<file path="config.mk">
export PLATFORM = sky130hd
export DESIGN_NAME = rbx_exec
export DESIGN_NICKNAME = d
export VERILOG_FILES = /design/src/design/rbx_pkg.sv /design/src/design/rbx_phase_gen.sv /design/src/design/rbx_exec.sv
export VERILOG_INCLUDE_DIRS = /design/src /design/src/design
export SDC_FILE = /design/constraint.sdc
export NUM_CORES = 1
export LEC_CHECK = 0
export ABC_CLOCK_PERIOD_IN_PS = 4370
export BUFFER_PORTS_ARGS = -buffer_cell sky130_fd_sc_hd__buf_2
export CAP_MARGIN = 20
export CORE_MARGIN = 2
export CORE_UTILIZATION = 30
export CTS_BUF_LIST = sky130_fd_sc_hd__clkbuf_8
export DETAILED_ROUTE_END_ITERATION = 16
export PLACE_DENSITY = 0.45
export SLEW_MARGIN = 40
export SYNTH_ARGS = -nofsm -noshare
export SYNTH_HDL_FRONTEND = slang
export SYNTH_SLANG_ARGS = --single-unit
</file>
<file path="constraint.sdc">
create_clock -name core_clk -period 4.37 [get_ports core_clk]
set_input_delay 0.437 -clock core_clk [delete_from_list [all_inputs] [get_ports core_clk]]
set_output_delay 0.437 -clock core_clk [all_outputs]
set_load 0.01 [all_outputs]
</file>
<file path="src/design/rbx_params.svh">
// Constants for the relative branch and bit set executor
`ifndef RBX_PARAMS_SVH
`define RBX_PARAMS_SVH
`define RBX_OP_BNCC 8'he3
`define RBX_OP_BNNG 8'he7
`define RBX_OP_BNOF 8'he5
`define RBX_OP_BNZR 8'he1
`define RBX_OP_BALW 5'h1a
`define RBX_OP_BSET 4'h8
`define RBX_IDX_LIMIT 8'h5f
`define RBX_ACC_SPLIT 8'h60
`define RBX_ACC_HI_BANK 4'hf
`define RBX_ACC_LO_BANK 4'h0
`define RBX_PC_RESET 21'h000000
`define RBX_PC_STEP 21'h000002
`endif

</file>
<file path="src/design/rbx_pkg.sv">
// Types for the relative branch and bit set executor
package rbx_pkg;
    typedef struct packed {
        logic neg;
        logic ovf;
        logic zero;
        logic carry;
    } rbx_flags_t;
    typedef struct packed {
        logic req;
        logic we;
        logic [11:0] addr;
        logic [7:0] wdata;
    } rbx_mem_t;
    typedef enum logic [3:0] {
        RBX_Q1 = 4'h1,
        RBX_Q2 = 4'h2,
        RBX_Q3 = 4'h4,
        RBX_Q4 = 4'h8
    } rbx_phase_t;
endpackage

</file>
<file path="src/design/rbx_phase_gen.sv">
// Four phase sequencer of one instruction cycle
`timescale 1ns/1ns
`default_nettype none
module rbx_phase_gen
    import rbx_pkg::*;
(
    input wire logic core_clk,
    input wire logic sys_rst,
    output rbx_phase_t phase
);
    rbx_phase_t phase_ff;

    always_ff @(posedge core_clk)
    begin
        if (sys_rst)
            phase_ff <= RBX_Q1;
        else
        begin
            case (phase_ff)
                RBX_Q1: phase_ff <= RBX_Q2;
                RBX_Q2: phase_ff <= RBX_Q3;
                RBX_Q3: phase_ff <= RBX_Q4;
                RBX_Q4: phase_ff <= RBX_Q1;
                default: phase_ff <= RBX_Q1;
            endcase
        end
    end

    assign phase = phase_ff;

    phase_order_a: assert property (@(posedge core_clk) disable iff (sys_rst)
        phase_ff == RBX_Q4 |=> phase_ff == RBX_Q1)
        else $error("phase did not wrap to Q1");
endmodule
`default_nettype wire

</file>
<file path="src/design/rbx_exec.sv">
// Executor for not-set relative branches, unconditional branch and bit set
`timescale 1ns/1ns
`default_nettype none
`include "rbx_params.svh"
// Overview of operation
// RULE1 - Opcode e3 with 8-bit offset branches only when carry is zero.
// RULE2 - Opcode e7 with 8-bit offset branches only when negative is zero.
// RULE3 - Opcode e5 with 8-bit offset branches only when overflow is zero.
// RULE4 - Opcode e1 with 8-bit offset branches only when zero flag is zero.
// RULE5 - Taken branch target is incremented counter plus twice signed offset.
// RULE6 - Conditional branch: one word, one cycle untaken, two cycles taken.
// RULE7 - Taken: first cycle writes counter in Q4, second cycle idles.
// RULE8 - Untaken: no write in Q4, counter just advances.
// RULE9 - Relative branches never change any status flag.
// RULE10 - Top five bits 11010 give unconditional branch with 11-bit offset.
// RULE11 - Unconditional branch always takes two cycles, second idles.
// RULE12 - Opcode 1000 sets selected bit, others and flags untouched.
// RULE13 - Access flag zero addresses the access bank.
// RULE14 - Access flag one uses bank select register for the bank.
// RULE15 - Extended set, access zero, address up to 5f uses indexed offset.
// RULE16 - Bit set reads in Q2, modifies in Q3, writes in Q4.
module rbx_exec
    import rbx_pkg::*;
#(
    parameter int PC_W = 21
)
(
    input wire logic core_clk,
    input wire logic sys_rst,
    input wire logic [15:0] instr,
    input wire logic instr_valid,
    input wire rbx_flags_t flags_in,
    input wire logic [3:0] bank_select_reg,
    input wire logic ext_set_en,
    input wire logic [11:0] index_base,
    input wire logic [7:0] mem_rdata,
    output rbx_mem_t mem_ctl,
    output rbx_flags_t flags_out,
    output logic [PC_W-1:0] pc_out,
    output logic pc_write,
    output logic flush_cycle,
    output rbx_phase_t phase_out
);
    rbx_phase_t phase;
    logic [PC_W-1:0] pc_ff;
    logic [15:0] ir_ff;
    logic [7:0] data_ff;
    logic [11:0] addr_ff;
    logic take_ff;
    logic bset_ff;
    logic flush_ff;
    logic pc_write_ff;
    rbx_mem_t mem_ff;
    logic dec_take;
    logic dec_bset;
    logic [PC_W-1:0] offs_ext;

    rbx_phase_gen u_phase (
        .core_clk(core_clk),
        .sys_rst(sys_rst),
        .phase(phase)
    );

    function automatic logic [11:0] bset_addr(input logic [7:0] f, input logic a,
                                              input logic [3:0] bank, input logic ext,
                                              input logic [11:0] base);
        logic [11:0] r;
        r = {bank, f}; // RULE14
        if (!a)
        begin
            if (ext && f <= `RBX_IDX_LIMIT)
                r = base + {4'h0, f}; // RULE15
            else if (f < `RBX_ACC_SPLIT)
                r = {`RBX_ACC_LO_BANK, f}; // RULE13
            else
                r = {`RBX_ACC_HI_BANK, f}; // RULE13
        end
        return r;
    endfunction

    // Decode of taken branches; flags only sampled, never written
    always_comb
    begin
        dec_take = 1'b0;
        if (instr[15:8] == `RBX_OP_BNCC)
            dec_take = !flags_in.carry; // RULE1
        else if (instr[15:8] == `RBX_OP_BNNG)
            dec_take = !flags_in.neg; // RULE2
        else if (instr[15:8] == `RBX_OP_BNOF)
            dec_take = !flags_in.ovf; // RULE3
        else if (instr[15:8] == `RBX_OP_BNZR)
            dec_take = !flags_in.zero; // RULE4
        else if (instr[15:11] == `RBX_OP_BALW)
            dec_take = 1'b1; // RULE10 RULE11
        dec_bset = instr[15:12] == `RBX_OP_BSET;
    end

    // Offset from the latched word; the live bus may hold the next fetch by Q4
    always_comb
    begin
        offs_ext = {{(PC_W-8){ir_ff[7]}}, ir_ff[7:0]};
        if (ir_ff[15:11] == `RBX_OP_BALW)
            offs_ext = {{(PC_W-11){ir_ff[10]}}, ir_ff[10:0]}; // RULE10
    end

    // Q1 decode and latch
    always_ff @(posedge core_clk)
    begin
        if (sys_rst)
        begin
            ir_ff <= 16'h0000;
            take_ff <= 1'b0;
            bset_ff <= 1'b0;
            addr_ff <= 12'h000;
        end
        else if (phase == RBX_Q1)
        begin
            ir_ff <= instr;
            take_ff <= instr_valid && !flush_ff && dec_take;
            bset_ff <= instr_valid && !flush_ff && dec_bset;
            addr_ff <= bset_addr(instr[7:0], instr[8], bank_select_reg,
                                 ext_set_en, index_base); // RULE14
        end
    end

    // Program counter: advance every cycle, or branch target in Q4
    always_ff @(posedge core_clk)
    begin
        if (sys_rst)
            pc_ff <= `RBX_PC_RESET;
        else if (phase == RBX_Q4)
        begin
            if (take_ff)
                pc_ff <= pc_ff + `RBX_PC_STEP + {offs_ext[PC_W-2:0], 1'b0}; // RULE5 RULE7
            else
                pc_ff <= pc_ff + `RBX_PC_STEP; // RULE8
        end
    end

    // Idle second cycle after a taken branch; write strobe stands one phase
    always_ff @(posedge core_clk)
    begin
        if (sys_rst)
        begin
            flush_ff <= 1'b0;
            pc_write_ff <= 1'b0;
        end
        else if (phase == RBX_Q4)
        begin
            flush_ff <= take_ff; // RULE6 RULE11
            pc_write_ff <= take_ff;
        end
        else if (phase == RBX_Q1)
            pc_write_ff <= 1'b0;
    end

    // Bit set read, modify, write
    always_ff @(posedge core_clk)
    begin
        if (sys_rst)
        begin
            mem_ff <= '0;
            data_ff <= 8'h00;
        end
        else
        begin
            mem_ff.req <= 1'b0;
            mem_ff.we <= 1'b0;
            case (phase)
                RBX_Q1:
                begin
                    mem_ff.req <= dec_bset && instr_valid && !flush_ff; // RULE16
                    mem_ff.addr <= bset_addr(instr[7:0], instr[8], bank_select_reg,
                                             ext_set_en, index_base);
                end
                RBX_Q2: data_ff <= mem_rdata; // RULE16
                RBX_Q3: data_ff <= data_ff | (8'h01 << ir_ff[11:9]); // RULE12
                RBX_Q4:
                begin
                    mem_ff.req <= 1'b0;
                end
                default: data_ff <= data_ff;
            endcase
            if (phase == RBX_Q3 && bset_ff)
            begin
                mem_ff.req <= 1'b1;
                mem_ff.we <= 1'b1; // RULE16
                mem_ff.addr <= addr_ff;
                mem_ff.wdata <= data_ff | (8'h01 << ir_ff[11:9]);
            end
        end
    end

    assign mem_ctl = mem_ff;
    assign flags_out = flags_in; // RULE9 RULE12
    assign pc_out = pc_ff;
    assign pc_write = pc_write_ff;
    assign flush_cycle = flush_ff;
    assign phase_out = phase;

    property taken_target_p;
        @(posedge core_clk) disable iff (sys_rst)
        (phase == RBX_Q4 && take_ff && ir_ff[15:11] == `RBX_OP_BALW)
        |=> pc_ff == $past(pc_ff) + `RBX_PC_STEP
            + {{(PC_W-12){ir_ff[10]}}, ir_ff[10:0], 1'b0};
    endproperty
    branch_target_a: assert property (taken_target_p) // RULE5
        else $error("branch target wrong");
    cond_taken_a: assert property (@(posedge core_clk) disable iff (sys_rst)
        (phase == RBX_Q1 && instr_valid && !flush_ff && instr[15:8] == `RBX_OP_BNCC
         && !flags_in.carry) |=> take_ff) // RULE1
        else $error("carry clear branch not taken");
    neg_taken_a: assert property (@(posedge core_clk) disable iff (sys_rst)
        (phase == RBX_Q1 && instr[15:8] == `RBX_OP_BNNG && flags_in.neg) |=> !take_ff) // RULE2
        else $error("negative clear branch taken wrongly");
    ovf_taken_a: assert property (@(posedge core_clk) disable iff (sys_rst)
        (phase == RBX_Q1 && instr[15:8] == `RBX_OP_BNOF && flags_in.ovf) |=> !take_ff) // RULE3
        else $error("overflow clear branch taken wrongly");
    zero_taken_a: assert property (@(posedge core_clk) disable iff (sys_rst)
        (phase == RBX_Q1 && instr[15:8] == `RBX_OP_BNZR && flags_in.zero) |=> !take_ff) // RULE4
        else $error("zero clear branch taken wrongly");
    flush_cycle_a: assert property (@(posedge core_clk) disable iff (sys_rst)
        (phase == RBX_Q4 && take_ff) |=> flush_ff [*4]) // RULE6
        else $error("taken branch lacks idle cycle");
    untaken_step_a: assert property (@(posedge core_clk) disable iff (sys_rst)
        (phase == RBX_Q4 && !take_ff) |=> pc_ff == $past(pc_ff) + `RBX_PC_STEP) // RULE8
        else $error("counter did not advance");
    flush_quiet_a: assert property (@(posedge core_clk) disable iff (sys_rst)
        (phase == RBX_Q1 && flush_ff) |=> !take_ff && !bset_ff) // RULE7
        else $error("idle cycle did work");
    bset_write_a: assert property (@(posedge core_clk) disable iff (sys_rst)
        (phase == RBX_Q3 && bset_ff) |=> mem_ff.we && mem_ff.wdata[ir_ff[11:9]]) // RULE12
        else $error("bit set write wrong");
    cover_taken_c: cover property (@(posedge core_clk) phase == RBX_Q4 && take_ff);
    cover_untaken_c: cover property (@(posedge core_clk) phase == RBX_Q4 && !take_ff);
    cover_bset_c: cover property (@(posedge core_clk) mem_ff.we);
endmodule
`default_nettype wire

</file>
* Word level (Yosys, flattened, before mapping) *
Index checks and enable logic that the tools add are counted.

operators by class
  add/subtract/negate cells = 3
  order comparisons = 2
  equality and inequality tests = 11
  shift operators = 1
  mux-type cells = 17
  bitwise gates (word level) = 1
  reduce and logical (&&, ||, !) cells = 15

operators with widths
  cell                   count
  $mux 12                4
  $eq 8x8->1 const B     4
  $mux 22                1
  $add 21x2->21 const B  1
  $add 21x21->21         1
  $mux 21                1
  $mux 20                1
  $pmux 8 s2             1
  $add 12x8->12          1
  $pmux 4 s3             1
  $eq 5x5->1 const B     2
  $eq 4x4->1 const B     2
  $le 8x7->1 const B     1
  $lt 8x7->1 const B     1
  $mux 1                 8
  $or 8x8->8             1
  $shl 1x3->8 const A    1
  $logic_and 1x1->1      7
  $reduce_bool 2->1      3
  $logic_not 1->1        5
  $eq 4x1->1 const B     1
  $eq 4x2->1 const B     1
  $eq 4x3->1 const B     1

word-level totals
  register bits after elaboration = 87
  bits of input ports = 48
  output and inout bits = 53
  word-level logic and storage cells = 63

* Longest topological paths before layout *
Gate-level depths: netlist of the first run.

  word-level depth = 7
  depth in mapped cells = 16
  mapped depth without buffers = 14

* By module *
Synthesis of the first run repeated with hierarchy kept, for this count alone.

second synthesis, totals
  cell total of the unflattened synthesis = 728
  area, all modules = 5536.6 µm²

modules (own cells, without submodules)
  module         instances  cells each  area each (µm²)  seq. area each (µm²)
  rbx_exec       1          716         5393.9           1641.6
  rbx_phase_gen  1          12          142.6            80.1

* Worst setup path after synthesis of the first run *
OpenSTA, ideal clock, no wires.

  path type = register to register
  start = register pc_ff[6], in the netlist pc_out[6]
  end = register pc_ff[20], in the netlist pc_out[20]
  library setup time = 0.123 ns
  arrival time = 3.166 ns
  required time = 4.247 ns
  path slack = 1.080 ns
  stages on the path, launching flop included = 17
  path buffers = 2
  clock period less this slack = 3.290 ns
  cells stage by stage = dfxtp_1 -> buf_2 -> and4_1 -> nand4_1 -> or2_1 -> buf_2 -> nor2_1 -> xor2_1 -> ha_1 -> inv_1 -> o21ai_0 -> a221o_1 -> or3b_1 -> mux2i_1 -> a21oi_2 -> mux2i_1 -> mux2_1

between the ends
  word-level cells in the longest chain between the ends = 3

RTL lines
  item                       line             source
  start, declared            rbx_exec.sv:45   logic [PC_W-1:0] pc_ff;
  start signal, assigned     rbx_exec.sv:130  pc_ff <= `RBX_PC_RESET;
  start signal, assigned     rbx_exec.sv:134  pc_ff <= pc_ff + `RBX_PC_STEP + {offs_ext[PC_W-2:0], 1'b0};
  start signal, assigned     rbx_exec.sv:136  pc_ff <= pc_ff + `RBX_PC_STEP;
  $add 21x2->21 (no line) *  n/a
  $add 21x21->21             rbx_exec.sv:134
  $mux 21 *                  rbx_exec.sv:133  if (take_ff)

Mark *: on every way between the ends. The rest lies on a longest branch, timed or not.
A chain may end at the register's enable or synchronous reset.

* Worst setup path after layout of the first run *
  start = register pc_ff[1], in the netlist pc_out[1]
  end = register pc_ff[20], in the netlist pc_out[20]

Same word-level chain as after synthesis.

==> impl_metrics.yaml, run 1 <==
synth:
  avgSynthCellArea_sq_um: 7.86
  syn-instance-count: 691
  ys_ff_latch: 86
  synth-async-reset-ratio_pct: 0
  ys_warn_count: 0
  synth_seq_area_share_pct: 31.7
  syn-num-nets: 769
  synthesis.area_sq_um: 5430
  ys.flop_type: "dfxtp_1"
  synth_edf_count: 0
  yosysUniqueCellTypes: 68
worst_setup_path:
  endpoint_kind: "flop"
  critPathKind: "flop to flop"
  start_kind: "flop"
  slowest_delay_ps: 460
  crit_family: "compound AO/OA/AOI/OAI gates"
  worstPathCellList: "ha_1 -> and2_1 -> and4_1 -> nand3_1 -> xnor2_1 -> ha_1 -> a21oi_1 -> o21a_1 -> o221a_1 -> o31ai_4 -> mux2i_1 -> a21oi_2 -> mux2i_1 -> mux2_1"
  cp_num_buf_inv: 0
  arrival_ps: 3860
  critPathSlowestCell: "dfxtp_1"
  critPathMaxFanout: 7
  required_ps: 4650
place:
  place.gp.congestion: 0.838
  placedCellCount: 987
  numPortBuffers: 99
  hpwl_mm: 12.1
cts:
  cts_tree: "done"
  cts_resized: 0
  post_cts_buffers: 0
  numClockSinks: 86
  clock_latency_ps: 390
  cts_inserted_buffers: 9
  cts_root_buf: "clkbuf_8"
  cts_htree_levels: 3
  cts.clk_slew.worst_paths_ps: 90
  holdBufCountCts: 0
  clockBufferDepth: 2
timing:
  max-slew-margin-rel_pct: 46.4
  finalClockSkew_ps: 11.3
  rsz0062_at_grt: "false"
  setup_tns_ps: 0
  finalSetupViolCount: 0
  finalCritPeriodShare_pct: 82.0
  final-hold-violation-count: 0
  worst-slew-pin-transition_ps: 801
  fin_crit_ps: 3590
  fmax_mhz: 279
  maxSlewViolCount: 0
final_layout:
  fill_cells: 1919
  drive_above_1_share_pct: 18.5
  diodes: 0
  area_growth_pct: 16.9
  final_common_cell: "buf_2"
  instances_no_fill: 1003
  layout_common_cells: "buf_2 (98), nand2_1 (89), dfxtp_1 (86)"
  fin_nets: 847
  utilization_pct: 35.6
routing:
  drtIter0Drc: 277
  ant_nets: 0
  viasPerCell: 5.28
  drt_wl_total_mm: 16.0
  num_vias: 5294
  wire_per_inst_um: 15.9
  drc_errors: 0
  dr.pass1.iters: 5
global_routing:
  grt_use_total_pct: 16.7
  grt_pass1_vias: 5068
  antenna_found_initial: 0
  grt_pass1_wl_mm: 26.2
  grt_max_degree: 49
  gr-total-overflow: 0
die:
  num_rows: 49
  die_y_um: 139
  die_x_um: 139
  initial_core_util_pct: 30.4
  ios: 101
  die_area_sq_um: 19200
  core_area_sq_um: 17800
power:
  powerDensity_nw_per_um2: 358
  cellLeakagePower_nw: 2.69
  ir_drop_mv: 0.121
worst_hold_path:
  hold_path.class: "primary input to flop"
outcome:
  status: "complete, no violations"
job:
  maxCapViolCount: 0
## metal layers
layer	up-vias	share of wire [%]	wire [um]	global-route usage (%)
li1	2669	-	-	-
met1	2481	48	7730	23.0
met2	128	46	7290	26.8
met3	16	4.2	670	2.56
met4	0	1.7	272	5.91
met5	-	0	0	0
## power breakdown
part           switching [W]  total (W)  internal [W]  leakage [nW]
Combinational       0.000384   0.000640      0.000256          1.87
Sequential         0.0000900   0.000964      0.000874         0.703
Clock               0.000326   0.000669      0.000343         0.120
Total               0.000799    0.00227       0.00147          2.69
## metrics by stage
stage	setup WS [ps]	power (W)	hold WS, ps	instance area [sq um]
final	785	0.00227	310	6350
after global routing	480	0.00242	298	6350
after CTS	784	0.00230	295	6350
after detailed placement	800	0.00163	443	6120
after global placement	895	0.00161	440	6090
after floorplan	1080	0.00141	425	5430
## final cells by class
cell class	count	area [sq um]	share of cell area, %
clock buffer	10	138	2.17
clock inverter	6	92.6	1.46
inverter	21	78.8	1.24
multi-input combinational	539	3430	54.1
sequential	86	1720	27.1
tap	229	287	4.51
timing repair buffer	112	596	9.38
## worst register-to-register path: cells and delay by family (launching register included)
kind | cells | cell delay (ps)
AO/OA/AOI/OAI | 5 | 840
AND/OR/NAND/NOR | 3 | 690
multiplexers | 3 | 680
adder cells (fa/ha/maj) | 2 | 610
flip-flops | 1 | 460
XOR/XNOR | 1 | 210
## kinds of logic after synthesis
| family | count (synthesis) | synth area share [%] |
|---|---|---|
| AND/OR/NAND/NOR | 250 | 22.6 |
| AO/OA/AOI/OAI | 215 | 25.8 |
| flip-flops | 86 | 31.7 |
| buffers and inverters | 66 | 5.14 |
| XOR/XNOR | 33 | 5.32 |
| adder cells (fa/ha/maj) | 30 | 7.19 |
| multiplexers | 10 | 2.12 |
| other | 1 | 0.0691 |
## state kept, by name, summed over array words and instances (netlist names)
name	cells
take_ff	1
bset_ff	1
addr_ff	12
ir_ff	16
u_phase.phase	4
pc_out	20
data_ff	8
mem_ctl	22
pc_write	1
flush_cycle	1
## worst paths after layout
kind	from	endpoint	slack, ps	depth (start not counted)
min reg2reg	ir_ff[13]	ir_ff[13]	460	2
max reg2reg	pc_out[1]	pc_out[20]	780	14
max	pc_out[1]	pc_out[20]	780	14
min	instr[9]	ir_ff[9]	310	3
## synth_stat cells, drive strengths merged, types with 5 or more instances
master / number / area [sq um]
nand2: 90 / 340
nor2b: 6 / 37.5
o21bai: 10 / 75.1
a31oi: 10 / 62.6
nor4: 5 / 46.3
a211oi: 21 / 158
nand4: 6 / 37.5
a22oi: 5 / 37.5
xor2: 13 / 114
clkbuf: 28 / 105
and4: 5 / 43.8
nor3: 15 / 75.1
and3: 5 / 31.3
buf: 17 / 95.1
nand3: 22 / 115
xnor2: 20 / 175
nand3b: 5 / 37.5
o21ai: 26 / 134
o22ai: 11 / 68.8
a221oi: 16 / 146
a311oi: 5 / 43.8
a21oi: 78 / 394
mux2i: 7 / 70.1
inv: 20 / 75.1
nor2: 63 / 236
a21o: 10 / 75.1
or3: 6 / 37.5
ha: 28 / 350
dfxtp: 86 / 1720
Note: power is estimated with default switching activity, not from simulation.
==> run 2, diff against run 1 <==
--- a/config.mk
+++ b/config.mk
@@ -6,14 +6,15 @@
 export SDC_FILE = /design/constraint.sdc
 export NUM_CORES = 1
 export LEC_CHECK = 0
-export ABC_CLOCK_PERIOD_IN_PS = 4370
+export ABC_AREA = 1
+export ABC_CLOCK_PERIOD_IN_PS = 3000
 export BUFFER_PORTS_ARGS = -buffer_cell sky130_fd_sc_hd__buf_2
 export CAP_MARGIN = 20
 export CORE_MARGIN = 2
 export CORE_UTILIZATION = 30
 export CTS_BUF_LIST = sky130_fd_sc_hd__clkbuf_8
 export DETAILED_ROUTE_END_ITERATION = 16
-export PLACE_DENSITY = 0.45
+export PLACE_DENSITY = 0.47
 export SLEW_MARGIN = 40
 export SYNTH_ARGS = -nofsm -noshare
 export SYNTH_HDL_FRONTEND = slang
==> constraint.sdc (replaced) <==
create_clock -name core_clk -period 3 [get_ports core_clk]
set_input_delay 0.3 -clock core_clk [delete_from_list [all_inputs] [get_ports core_clk]]
set_output_delay 0.3 -clock core_clk [all_outputs]
set_load 0.01 [all_outputs]
==> impl_metrics.yaml, run 2 <==
final_layout:
  diodes: 0
  layout_common_cells: "nand2_1 (225), inv_1 (103), buf_2 (99)"
  fin_nets: 1096
  final_common_cell: "nand2_1"
  drive_above_1_share_pct: 20.9
  largest_reg_flops: 22
  utilization_pct: 37.8
  area_growth_pct: 22.8
die:
  die_y_um: 143
  die_x_um: 143
  die_area_sq_um: 20400
  initial_core_util_pct: 30.8
  core_area_sq_um: 18800
  num_rows: 50
  ios: 101
global_routing:
  grt_max_degree: 62
  antenna_found_initial: 1
  gr-total-overflow: 0
  grt_use_total_pct: 19.4
  grt_pass1_vias: 5806
  grt_pass1_wl_mm: 30.6
synth:
  ys_ff_latch: 86
  ys_top_cells_by_area: "dfxtp_1 (30%), nand2_1 (15%), a21oi_1 (7.0%)"
  synthTopCellsByCount: "nand2_1 (229), inv_1 (104), nor2_1 (93)"
  synth-async-reset-ratio_pct: 0
  synth_edf_count: 0
  syn-num-nets: 977
  synth_top_area_share_pct: 29.8
  ys_warn_count: 0
  yosysTopAreaCell: "dfxtp_1"
  synthesis.area_sq_um: 5770
  synth_seq_area_share_pct: 29.8
  syn-instance-count: 899
  ys.flop_type: "dfxtp_1"
  avgSynthCellArea_sq_um: 6.42
  synth_most_common_cell: "nand2_1"
  yosysUniqueCellTypes: 42
outcome:
  status: "complete, no violations"
worst_setup_path:
  timing.rr.end: "pc_out[14]"
  critPathKind: "flop to flop"
  ff2ff_path_depth: 15
  start_kind: "flop"
  required_ps: 3250
  endpoint_kind: "flop"
  critPathMaxFanout: 5
  r2r-start: "pc_out[1]"
  arrival_ps: 3050
  rrSetupSlack_ps: 200
worst_hold_path:
  hold_depth: 3
  hold_end: "ir_ff[12]"
  hold_path.class: "primary input to flop"
  hold_start: "instr[12]"
job:
  maxCapViolCount: 0
cts:
  cts_root_buf: "clkbuf_8"
  cts_htree_levels: 3
  cts.clk_slew.worst_paths_ps: 100
  clockBufferDepth: 2
  cts_inserted_buffers: 9
  holdBufCountCts: 0
  cts_tree: "done"
  numClockSinks: 86
  clock_latency_ps: 390
power:
  internal-power_w: 0.00187
  ir_drop_mv: 0.312
  netSwitchingFraction_pct: 35.7
  powerDensity_nw_per_um2: 410
  comb_power_share_pct: 27.2
  cellLeakagePower_nw: 3.31
  switchingPower_w: 0.00104
  power.share.clock_pct: 28.0
  p_seq_share_pct: 44.9
timing:
  finalCritPeriodShare_pct: 93.3
  setup_tns_ps: 0
  worst_slack_ps: 202
  finalSetupViolCount: 0
  worst-slew-pin-transition_ps: 754
  max-slew-margin-rel_pct: 49.7
  finalClockSkew_ps: 13.1
  maxSlewViolCount: 0
  final-hold-violation-count: 0
  fmax_mhz: 357
  fin_crit_ps: 2800
routing:
  dr.pass1.iters: 5
  num_vias: 6151
  wire_per_inst_um: 15.8
  drtIter0Drc: 402
  viasPerCell: 4.89
  drc_errors: 0
  drt_wl_total_mm: 19.8
  ant_nets: 0
place:
  dp_slack_ps: 28.5
  numPortBuffers: 99
  hpwl_mm: 15.4
  place.gp.congestion: 0.844
## run 2: changes by cell type in the layout (fill, tap and decap cells not counted), moves of 15 or more
cell	before	now
nand2_1	89	225
inv_1	20	103
nand3_1	21	64
o21ai_0	18	51
buf_4	14	38
nor2_1	63	85
a211oi_1	21	2
a221oi_1	15	0
xnor2_1	20	5
## run 2: cell families (layout without fill, tap and decap cells)
group / count (synthesis) / count (layout) / share of synthesized area, %
xor gates and xnor gates: 18 / 18 / 2.73
buffers and inverters: 141 / 265 / 9.90
DFF: 86 / 86 / 29.8
and+or+nand+nor: 430 / 430 / 31.4
AOI/OAI and AO/OA: 193 / 193 / 19.3
other: 1 / 1 / 0.0650
adders and majority gates: 30 / 30 / 6.76
## run 2: cell type report
type / count / area, sq um
fillers: 2111 / 11700
repair buffers: 138 / 801
clock buffers: 10 / 138
inverters: 111 / 417
well taps: 234 / 293
multi-input cells: 672 / 3660
clock inverters: 6 / 53.8
flip-flops and latches: 86 / 1730
## run 2: what timing repair did
item                                    in CTS  in global routing
endpoints found under the setup margin       0                 10
hold endpoints to repair                     0                  0
buffers inserted                             0                  2
resized for setup                            0                 42
## run 2: worst max-delay path by stage
stage                   start    endpoint  slack [ps]  cells past startpoint
floorplan           pc_out[1]  pc_out[20]         240                     20
global placement    pc_out[5]  pc_out[20]         -20                     18
detailed placement  pc_out[5]  pc_out[20]          30                     18
CTS                 pc_out[5]  pc_out[20]           7                     18
global route        pc_out[5]  pc_out[20]         -40                     21
finish              pc_out[1]  pc_out[14]         200                     15
## run 2: through the flow
stage,total power [W],hold slack (ps),cells,cell area [sq um]
2_1_floorplan,0.00183,429,899,5770
3_3_place_gp,0.00210,448,1239,6700
3_5_place_dp,0.00209,460,1239,6700
4_1_cts,0.00292,155,1255,6890
5_1_grt,0.00310,188,1257,7090
6_report,0.00291,175,1257,7090
## run 2: worst max-delay path: stages, from the launching register on
cell and delay [ps]:
dfxtp_1 320, ha_1 200, nand2_1 90, nor2_1 70
or2_2 280, nand2_1 100, inv_1 90, ha_1 390
nand2_1 120, o21bai_1 200, o21bai_1 210, nand2_1 160
nand3_1 110, nand3_1 120, nand2_1 140, a21oi_1 80
## run 2: metal layers
metal / vias up / wire, um / global-route usage, % / share of wire [%]
met2: 122 / 9160 / 31.8 / 46
li1: 3197 / - / - / -
met5: - / 13 / 0 / 0.066
met3: 23 / 923 / 4.83 / 4.7
met4: 2 / 333 / 4.48 / 1.7
met1: 2807 / 9400 / 25.7 / 47
## run 2: power groups by stage
stage	clock [W]	combinational [W]	sequential, W
finish	0.000814	0.000790	0.00130
floorplan	0	0.000500	0.00133
global placement	0	0.000769	0.00133
CTS	0.000843	0.000768	0.00130
detailed placement	0	0.000763	0.00133
global route	0.000889	0.000891	0.00132
==> run 3, diff against run 2 <==
--- a/config.mk
+++ b/config.mk
@@ -6,7 +6,6 @@
 export SDC_FILE = /design/constraint.sdc
 export NUM_CORES = 1
 export LEC_CHECK = 0
-export ABC_AREA = 1
 export ABC_CLOCK_PERIOD_IN_PS = 3000
 export BUFFER_PORTS_ARGS = -buffer_cell sky130_fd_sc_hd__buf_2
 export CAP_MARGIN = 20
==> impl_metrics.yaml, run 3 (synthesis gave the netlist of run 1 again) <==
cts:
  cts.clk_slew.worst_paths_ps: 100
  numClockSinks: 86
  cts_tree: "done"
  cts_root_buf: "clkbuf_8"
  cts_inserted_buffers: 9
  clockBufferDepth: 2
  holdBufCountCts: 0
  clock_latency_ps: 380
  cts_htree_levels: 3
worst_setup_path:
  cp_num_buf_inv: 2
  r2r-start: "pc_out[6]"
  critPathKind: "flop to flop"
  required_ps: 3270
  start_kind: "flop"
  critPathSlowestCell: "dfxtp_2"
  endpoint_kind: "flop"
  crit_family: "simple AND/OR/NAND/NOR gates"
  arrival_ps: 3310
  startpoint: "pc_out[6]"
  worstPathCellList: "and4_4 -> and4_2 -> buf_4 -> nand2_1 -> xnor2_1 -> ha_1 -> nand4_1 -> buf_4 -> o31ai_4 -> mux2i_1 -> a21oi_2 -> mux2i_1 -> mux2_1"
  rrSetupSlack_ps: -50
  critPathMaxFanout: 4
  timing.rr.end: "pc_out[20]"
  ff2ff_path_depth: 13
  crit_path_end: "pc_out[20]"
  worst-path-stages: 13
  slowest_delay_ps: 340
routing:
  dr.pass1.iters: 4
  drt_wl_total_mm: 16.9
  wire_per_inst_um: 15.8
  ant_nets: 0
  drc_errors: 0
  drtIter0Drc: 285
  viasPerCell: 5.25
  num_vias: 5628
die:
  die_x_um: 139
  num_rows: 49
  die_area_sq_um: 19200
  initial_core_util_pct: 30.4
  die_y_um: 139
  core_area_sq_um: 17800
  ios: 101
final_layout:
  layout_common_cells: "buf_2 (99), nand2_1 (87), buf_4 (76)"
  final_common_cell: "buf_2"
  drive_above_1_share_pct: 31.5
  utilization_pct: 40.0
  area_growth_pct: 31.3
  diodes: 0
  fin_nets: 915
  largest_reg_flops: 22
timing:
  fin_crit_ps: 3050
  maxSlewViolCount: 0
  setup_tns_ps: -45.8
  max-slew-margin-rel_pct: 56.4
  worst_slack_ps: -45.8
  final-hold-violation-count: 0
  rsz0062_at_grt: "true"
  fmax_mhz: 328
  worst-slew-pin-transition_ps: 654
  finalClockSkew_ps: 9.55
  finalCritPeriodShare_pct: 102
  finalSetupViolCount: 1
global_routing:
  grt_max_degree: 42
  antenna_found_initial: 0
  grt_pass1_vias: 5412
  gr-total-overflow: 0
  grt_use_total_pct: 17.4
  grt_use_met2_pct: 28.7
  use_met3_pct: 3.01
  use_met1_pct: 23.4
  grt_pass1_wl_mm: 27.5
  grt_busiest_layer: "met2"
job:
  maxCapViolCount: 0
place:
  numPortBuffers: 99
  hpwl_mm: 12.8
  place.gp.congestion: 0.805
outcome:
  failed_checks: "setup timing"
  status: "complete, but fails checks"
power:
  ir_drop_mv: 0.183
  cellLeakagePower_nw: 3.06
  powerDensity_nw_per_um2: 474
worst_hold_path:
  hold_path.class: "primary input to flop"
run 3: how the worst min path moves through the flow:
stage           startpoint           to  slack, ps  depth (start not counted)
3_3_place_gp   addr_ff[11]  addr_ff[11]        440                          2
5_1_grt          instr[11]    ir_ff[11]        140                          3
6_report         instr[11]    ir_ff[11]        160                          3
4_1_cts          instr[11]    ir_ff[11]        140                          3
2_1_floorplan   addr_ff[5]  mem_ctl[13]        430                          2
3_5_place_dp   addr_ff[11]  addr_ff[11]        440                          2
run 3: what timing repair did:
action	in CTS	in global routing
endpoints found under the setup margin	5	11
gates resized for setup	14	39
pin swaps	20	37
setup buffers	5	6
run 3: where the power goes:
| part | total (W) | internal [W] | switching, W |
|---|---|---|---|
| combinational | 0.00109 | 0.000465 | 0.000625 |
| clock | 0.000899 | 0.000421 | 0.000478 |
| sequential | 0.00139 | 0.00127 | 0.000116 |
run 3: metrics by stage:
| step | hold slack (ps) | total power [W] | area [sq um] | setup WS (ps) | std cells |
|---|---|---|---|---|---|
| 2_1_floorplan | 425 | 0.00206 | 5480 | -111 | 691 |
| 3_3_place_gp | 439 | 0.00242 | 6590 | -67.7 | 1044 |
| 3_5_place_dp | 445 | 0.00245 | 6590 | -103 | 1044 |
| 4_1_cts | 139 | 0.00337 | 6900 | -44.8 | 1065 |
| 5_1_grt | 145 | 0.00359 | 7130 | -219 | 1071 |
| 6_report | 165 | 0.00338 | 7130 | -45.8 | 1071 |
run 3: cell type report:
type	count	area, sq um
multi-input cells	539	3680
clock inverters	6	73.8
fillers	1850	10700
clock buffers	10	138
flip-flops and latches	86	1740
repair buffers	180	1140
well taps	229	287
inverters	21	78.8
run 3: routing by layer:
| metal | wire length, um | up-vias |
|---|---|---|
| li1 | - | 2797 |
| met1 | 8100 | 2706 |
| met2 | 7990 | 111 |
| met3 | 557 | 14 |
| met4 | 235 | 0 |
| met5 | 0 | - |
run 3: worst reg2reg max path: stages (launching register included):
cell and delay (ps):
dfxtp_2 340, and4_4 250, and4_2 280, buf_4 140, nand2_1 100, xnor2_1 160
ha_1 320, nand4_1 140, buf_4 170, o31ai_4 240, mux2i_1 250, a21oi_2 50
mux2i_1 170, mux2_1 330
